$ cat config.mk
export PLATFORM = sky130hd
export DESIGN_NAME = wdt_shared_irq
export DESIGN_NICKNAME = d
export VERILOG_FILES = /design/src/wdt_pkg.sv /design/src/wd_counter.sv /design/src/wdt_shared_irq.sv
export SDC_FILE = /design/constraint.sdc
export NUM_CORES = 1
export LEC_CHECK = 0
export ABC_CLOCK_PERIOD_IN_PS = 2470
export BUFFER_PORTS_ARGS = -buffer_cell sky130_fd_sc_hd__buf_2
export CAP_MARGIN = 20
export CORE_MARGIN = 2
export CORE_UTILIZATION = 35
export DETAILED_ROUTE_END_ITERATION = 8
export PLACE_DENSITY = 0.62
export SLEW_MARGIN = 20
export SYNTH_ARGS = -nofsm -noshare
export SYNTH_HDL_FRONTEND = slang
export SYNTH_SLANG_ARGS = --single-unit
$ cat constraint.sdc
create_clock -name SYS_CLK -period 2.47 [get_ports SYS_CLK]
set_input_delay 0.741 -clock SYS_CLK [delete_from_list [all_inputs] [get_ports SYS_CLK]]
set_output_delay 0.741 -clock SYS_CLK [all_outputs]
set_load 0.05 [all_outputs]
$ cat src/wdt_pkg.sv
// Package for the hardware watchdog and shared interrupt flag block.
// Assumes a 125 MHz processor clock and a synchronous register port.
package wdt_pkg;

  // Clock rate and watchdog timeout
  localparam int unsigned CLK_HZ = 125000000;
  localparam int unsigned TIMEOUT_MS = 1500;
  localparam longint unsigned TIMEOUT_CYC_L =
    (longint'(CLK_HZ) * longint'(TIMEOUT_MS)) / 64'd1000;
  localparam int unsigned TIMEOUT_CYC = int'(TIMEOUT_CYC_L);

  // Length of the processor reset pulse after an overflow
  localparam int unsigned PROC_RST_CYC = 16;

  // Register offset and field positions
  localparam logic [7:0] WD_REG_ADDR = 8'hE8;
  localparam int unsigned RTC_BIT = 0;
  localparam int unsigned XFER_BIT = 1;
  localparam int unsigned OVF_BIT = 2;
  localparam int unsigned REFRESH_BIT = 7;

  // Values after reset
  localparam logic RTC_FLAG_RST = 1'b0;
  localparam logic XFER_FLAG_RST = 1'b0;
  localparam logic OVF_FLAG_RST = 1'b0;
  localparam logic [7:0] RDATA_RST = 8'h00;

  // Reset sequencer states
  typedef enum logic [1:0] {
    ST_RUN = 2'b01,
    ST_HOLD = 2'b10
  } wd_state_t;

endpackage

$ cat src/wd_counter.sv
// Fixed-length watchdog counter with restart and overflow pulse.
// Assumes restart is a one-cycle or level request from the parent.
`timescale 1ns/1ps
module wd_counter import wdt_pkg::*; #(
  parameter int unsigned TIMEOUT = TIMEOUT_CYC
) (
  input wire logic clk,
  input wire logic rst,
  input wire logic restart,
  output logic overflow
);

  localparam int unsigned CW = $clog2(TIMEOUT + 1);
  localparam logic [CW-1:0] LAST = CW'(TIMEOUT - 1);

  // Refuse a limit too short for the counter to reach its last value
  if (TIMEOUT < 2) begin : g_bad_timeout
    $error("wd_counter: TIMEOUT must be at least 2");
  end

  logic [CW-1:0] count_q;
  logic [CW-1:0] count_d;
  logic ovf_q;
  logic ovf_d;

  // Next count: restart from zero, otherwise count up to the limit
  always_comb begin
    count_d = count_q;
    ovf_d = 1'b0;
    if (restart) begin
      count_d = '0;
    end else if (count_q == LAST) begin
      count_d = '0;
      ovf_d = 1'b1;
    end else begin
      count_d = count_q + CW'(1);
    end
  end

  // Counter registers
  always_ff @(posedge clk) begin
    if (rst) begin
      count_q <= '0;
      ovf_q <= 1'b0;
    end else begin
      count_q <= count_d;
      ovf_q <= ovf_d;
    end
  end

  assign overflow = ovf_q;

endmodule

$ cat src/wdt_shared_irq.sv
// Hardware watchdog with overflow flag and shared RTC/transfer interrupt.
// Function
// - Writing one to bit 7 refreshes watchdog
// - Timeout is fixed, not software changeable
// - No register write can stop the watchdog
// - Overflow resets processor like the reset pin
// - Overflow sets flag surviving the processor reset
// - Overflow flag cleared only by reset pin
// - Flags OR-ed; interrupt on rising edge only
// - Transfer flag set at each accumulation end
// Assumes a byte-wide special-function register port in the clock domain;
// SYS_RST stands for the external active-low reset pin being held low.
`timescale 1ns/1ps
module wdt_shared_irq import wdt_pkg::*; #(
  parameter int unsigned TIMEOUT = TIMEOUT_CYC
) (
  input wire logic SYS_CLK,
  input wire logic SYS_RST,
  input wire logic [7:0] SFR_ADDR,
  input wire logic SFR_WR,
  input wire logic [7:0] SFR_WDATA,
  input wire logic SFR_RD,
  input wire logic RTC_SECOND_EVT,
  input wire logic XFER_DONE_EVT,
  output logic [7:0] SFR_RDATA,
  output logic PROC_RST,
  output logic WATCHDOG_OVERFLOW_FLAG,
  output logic RTC_SECOND_IRQ_FLAG,
  output logic TRANSFER_DONE_IRQ_FLAG,
  output logic SHARED_EXTERNAL_IRQ
);

  localparam int unsigned HW = $clog2(PROC_RST_CYC + 1);
  localparam logic [HW-1:0] HOLD_LAST = HW'(PROC_RST_CYC - 1);

  // Refuse a timeout too short for the counter to reach its last value;
  // the check runs at elaboration so a bad build never starts
  if (TIMEOUT < 2) begin : g_bad_timeout
    $error("wdt_shared_irq: TIMEOUT must be at least 2");
  end

  // Register port decode
  logic reg_wr;
  logic reg_rd;
  logic refresh;
  assign reg_wr = SFR_WR && (SFR_ADDR == WD_REG_ADDR);
  assign reg_rd = SFR_RD && (SFR_ADDR == WD_REG_ADDR);
  // Only the refresh bit of a write restarts the count
  assign refresh = reg_wr && SFR_WDATA[REFRESH_BIT];

  // Watchdog counter; limit is an elaboration constant only
  logic watchdog_overflow_flag;
  logic wd_restart;
  wd_counter #(
    .TIMEOUT(TIMEOUT)
  ) u_counter (
    .clk(SYS_CLK),
    .rst(SYS_RST),
    .restart(wd_restart),
    .overflow(watchdog_overflow_flag)
  );

  // Reset sequencer state
  wd_state_t state_q;
  wd_state_t state_d;
  logic [HW-1:0] hold_q;
  logic [HW-1:0] hold_d;
  logic proc_rst_q;
  logic proc_rst_d;

  // Overflow drives a processor reset pulse of fixed length
  always_comb begin
    state_d = state_q;
    hold_d = hold_q;
    proc_rst_d = 1'b0;
    case (state_q)
      ST_RUN: begin
        if (watchdog_overflow_flag) begin
          state_d = ST_HOLD;
          hold_d = '0;
          proc_rst_d = 1'b1;
        end
      end
      ST_HOLD: begin
        if (hold_q == HOLD_LAST) begin
          state_d = ST_RUN;
        end else begin
          hold_d = hold_q + HW'(1);
          proc_rst_d = 1'b1;
        end
      end
      default: begin
        state_d = ST_RUN;
      end
    endcase
  end

  // Counter keeps running; it only restarts on refresh or processor reset.
  // Restarting during the pulse keeps a second expiry from stacking on it.
  assign wd_restart = refresh || proc_rst_q;

  // Sequencer registers
  always_ff @(posedge SYS_CLK) begin
    if (SYS_RST) begin
      state_q <= ST_RUN;
      hold_q <= '0;
      proc_rst_q <= 1'b0;
    end else begin
      state_q <= state_d;
      hold_q <= hold_d;
      proc_rst_q <= proc_rst_d;
    end
  end

  // Overflow flag state
  logic ovf_q;
  logic ovf_d;
  // Shared interrupt edge detector state
  logic comb_q;
  logic comb_d;
  logic irq_q;
  logic irq_d;
  // Read data state
  logic [7:0] rdata_q;
  logic [7:0] rdata_d;
  // Event flag state, bit 0 one-second flag, bit 1 transfer flag
  localparam int unsigned NFLAG = 2;
  localparam logic [NFLAG-1:0] FLAG_RST = {XFER_FLAG_RST, RTC_FLAG_RST};
  logic [NFLAG-1:0] evt;
  logic [NFLAG-1:0] clr;
  logic [NFLAG-1:0] flag_q;
  logic [NFLAG-1:0] flag_d;

  // Event inputs, one per flag
  assign evt[0] = RTC_SECOND_EVT;
  assign evt[1] = XFER_DONE_EVT;
  // A zero written to a flag's bit clears it; a one leaves it alone
  assign clr[0] = reg_wr && !SFR_WDATA[RTC_BIT];
  assign clr[1] = reg_wr && !SFR_WDATA[XFER_BIT];

  // One flag per source; an event wins over a clear in the same cycle,
  // so an event arriving during the handler's clearing write is not lost
  for (genvar i = 0; i < NFLAG; i++) begin : g_flag
    // Next flag value
    always_comb begin
      flag_d[i] = flag_q[i];
      if (clr[i]) begin
        flag_d[i] = 1'b0;
      end
      if (evt[i]) begin
        flag_d[i] = 1'b1;
      end
    end
    // Flag register, cleared by the pin reset
    always_ff @(posedge SYS_CLK) begin
      if (SYS_RST) begin
        flag_q[i] <= FLAG_RST[i];
      end else begin
        flag_q[i] <= flag_d[i];
      end
    end
  end

  // Overflow flag: set by an expiry, untouched by writes and by the
  // processor reset, so firmware can see why it restarted
  always_comb begin
    ovf_d = ovf_q || watchdog_overflow_flag;
  end

  // Shared request fires only on the rising edge of the OR of both flags;
  // a flag left set hides a later set of the other one
  always_comb begin
    comb_d = |flag_d;
    irq_d = comb_d && !comb_q;
  end

  // Read data is captured on a read of the register and held until the next
  always_comb begin
    rdata_d = rdata_q;
    if (reg_rd) begin
      rdata_d = 8'h00;
      rdata_d[RTC_BIT] = flag_q[0];
      rdata_d[XFER_BIT] = flag_q[1];
      rdata_d[OVF_BIT] = ovf_q;
    end
  end

  // Overflow, edge detector and read registers; only the pin reset
  // clears the overflow flag
  always_ff @(posedge SYS_CLK) begin
    if (SYS_RST) begin
      ovf_q <= OVF_FLAG_RST;
      comb_q <= 1'b0;
      irq_q <= 1'b0;
      rdata_q <= RDATA_RST;
    end else begin
      ovf_q <= ovf_d;
      comb_q <= comb_d;
      irq_q <= irq_d;
      rdata_q <= rdata_d;
    end
  end

  // Outputs straight from flip-flops
  assign SFR_RDATA = rdata_q;
  assign PROC_RST = proc_rst_q;
  assign WATCHDOG_OVERFLOW_FLAG = ovf_q;
  assign RTC_SECOND_IRQ_FLAG = flag_q[0];
  assign TRANSFER_DONE_IRQ_FLAG = flag_q[1];
  assign SHARED_EXTERNAL_IRQ = irq_q;

endmodule

==> impl_metrics.json <==
{
  "outcome": "finished, final reports clean",
  "period_minus_slack_ps": 2030,
  "p_leak_uw": 0.000945,
  "grt_max_degree": 30,
  "antenna_found_initial": 0,
  "synth_top_family_by_area": "simple AND/OR/NAND/NOR gates",
  "synthSimpleGateAreaFrac_pct": 30.7,
  "initial_core_util_pct": 35.7,
  "min-delay-path-class": "flip-flop to flip-flop",
  "yosys-top-cells-area": "dfxtp_1 (40%), nor3_1 (3.6%), a211oi_1 (3.4%)",
  "max_cap_violations": 0,
  "grt_pass1_vias": 1788,
  "drtAntennaViolNets": 0,
  "coreArea_mm2": 0.00624,
  "drv_slew": 0,
  "synth_edf_count": 0,
  "drive_above_1_share_pct": 19.7,
  "place.gp.congestion": 0.766,
  "slowest_stage": "or4_1",
  "max_stage_delay_ps": 600,
  "cts_resized": 0,
  "grt_util_all_layers_pct": 13.6,
  "yosysWarningCount": 0,
  "tightestPinTransition_ps": 579,
  "vdd_drop_max_mv": 0.223,
  "synth_compound_area_share_pct": 12.5,
  "syn_avg_cell_area_um2": 9.18,
  "num_vias": 1833,
  "mostFrequentLayoutCell": "dfxtp_1",
  "synth_area_leader_cell": "dfxtp_1",
  "cp_cell_sequence": "and3_1 -> nand4_2 -> or4_1 -> a211oi_2",
  "layout_common_cells": "dfxtp_1 (45), buf_2 (24), nor2_1 (17)",
  "drt_first_pass_iters": 4,
  "drtIter0Drc": 91,
  "syn-cell-area_mm2": 0.00223,
  "grt_pass1_wl_um": 8000,
  "arrival_ps": 2240,
  "critPathMaxFanout": 10,
  "dieHeight_um": 83.8,
  "cts_hold_buf": 0,
  "cts.sinks": 45,
  "drc": 0,
  "overflow": 0,
  "h-tree-depth": 2,
  "drt-total-wl_um": 4480,
  "fin_crit_sh_pct": 82.0,
  "tns_ps": 0,
  "clk_path_buf_depth": 2,
  "numCtsBuffers": 5,
  "syn_inst": 243,
  "p_per_area_mw_per_mm2": 549,
  "cts_tree": "done",
  "area_growth_pct": 13.9,
  "fmax_mhz": 494,
  "finalPower_uw": 1390,
  "cp.required_ps": 2690,
  "fin_skew_ps": 3.46,
  "slew_headroom_pct": 61.1,
  "cp-end-kind": "flip-flop",
  "cts_setup_buffers": 0,
  "cts.clk_slew.worst_paths_ps": 80,
  "hold_slack_ps": 396,
  "async_flop_share_pct": 0,
  "dieArea_mm2": 0.00702,
  "nets": 295,
  "diodes": 0,
  "setup_viol": 0,
  "avgRoutedWirePerCell_um": 12.9,
  "hold_violations": 0,
  "synth_xor_area_share_pct": 5.89,
  "worst_setup_path_start_kind": "flip-flop",
  "seq_area_frac_synth_pct": 40.4,
  "fp-row-count": 29,
  "synth_ff_type": "dfxtp_1",
  "pin_count": 35,
  "path_class": "flip-flop to flip-flop",
  "yosys_register_bits": 45,
  "io_buffers": 24,
  "yosysUniqueCellTypes": 46,
  "dp_hpwl_um": 3200,
  "synth.area.mux_share_pct": 1.80,
  "synth_top_cell_area_share_pct": 40.4,
  "die_x_um": 83.8,
  "rsz0062_at_grt": "false",
  "avgViaCountPerCell": 5.30,
  "root_buffer": "clkbuf_8",
  "clock_latency_ps": 290,
  "synth-adder-area-share_pct": 2.81
}
## logic make-up after synthesis
group	after synthesis
flip-flops	45
AO/OA/AOI/OAI	36
multiplexers	4
other	1
XOR/XNOR	15
buffers and inverters	22
adder cells (fa/ha/maj)	5
AND/OR/NAND/NOR	115
## registers in the layout, summed over array words and instances (netlist names)
signal / flops
SHARED_EXTERNAL_IRQ: 1
RTC_SECOND_IRQ_FLAG: 1
u_counter.overflow: 1
state_q: 2
WATCHDOG_OVERFLOW_FLAG: 1
u_counter.count_q: 28
PROC_RST: 1
SFR_RDATA: 3
comb_q: 1
hold_q: 5
TRANSFER_DONE_IRQ_FLAG: 1
## stage by stage
step | area (um2) | std cells | utilization (%) | worst slack (ps)
global route | 2540 | 346 | 40.7 | 318
CTS | 2540 | 346 | 40.7 | 465
floorplan | 2240 | 247 | - | 404
finish | 2540 | 346 | 40.7 | 444
global placement | 2420 | 338 | 38.8 | 519
detailed placement | 2420 | 338 | 38.8 | 490
## layer usage
metal  up-vias  wire length (um)  share of wire, %  GRT usage, %
met2        35              2040                46          22.5
li1        941                 -                 -             -
met5         -                 0                 0             0
met3         6               217               4.8          3.36
met1       851              2170                48          17.2
met4         0                53               1.2          4.69
## area by class of cell
| cell class | instances | area [um2] |
|---|---|---|
| sequential | 45 | 901 |
| fill | 637 | 3700 |
| multi-input combinational | 180 | 1220 |
| clock inverter | 1 | 30.0 |
| inverter | 5 | 18.8 |
| clock buffer | 7 | 86.3 |
| tap | 77 | 96.3 |
| timing repair buffer | 31 | 185 |
## worst max-delay path: cells and delay by family, from the launching register on
kind | cells | cell delay [ps]
simple gates | 3 | 1300
flops | 1 | 420
compound gates | 1 | 230
## synth_stat cells (all sizes together), types with 5 or more instances
cell    number
a211oi      16
nor2        17
dfxtp       45
or3          6
xor2         8
nand4        9
ha           5
xnor2        7
nand2       16
and3         6
nand3       10
buf         14
inv          5
nor3        16
o21ai        6
or4          9
o31ai        8
## power breakdown
group	internal, uW	total (uW)	switching [uW]
Sequential	734	740	6.04
Combinational	26.6	83.2	56.6
Clock	330	571	242
## path summary, 6_finish.rpt
path / from / slack (ps) / end / cells after the start
max: u_counter.count_q[11]$_SDFF_PP0_ / 440 / u_counter.count_q[22]$_SDFF_PP0_ / 4
min: comb_q$_SDFF_PP0_ / 400 / SHARED_EXTERNAL_IRQ$_SDFF_PP0_ / 1
max reg2reg: u_counter.count_q[11]$_SDFF_PP0_ / 440 / u_counter.count_q[22]$_SDFF_PP0_ / 4
min reg2reg: comb_q$_SDFF_PP0_ / 400 / SHARED_EXTERNAL_IRQ$_SDFF_PP0_ / 1
No activity file was read; power rests on OpenSTA's default activity.
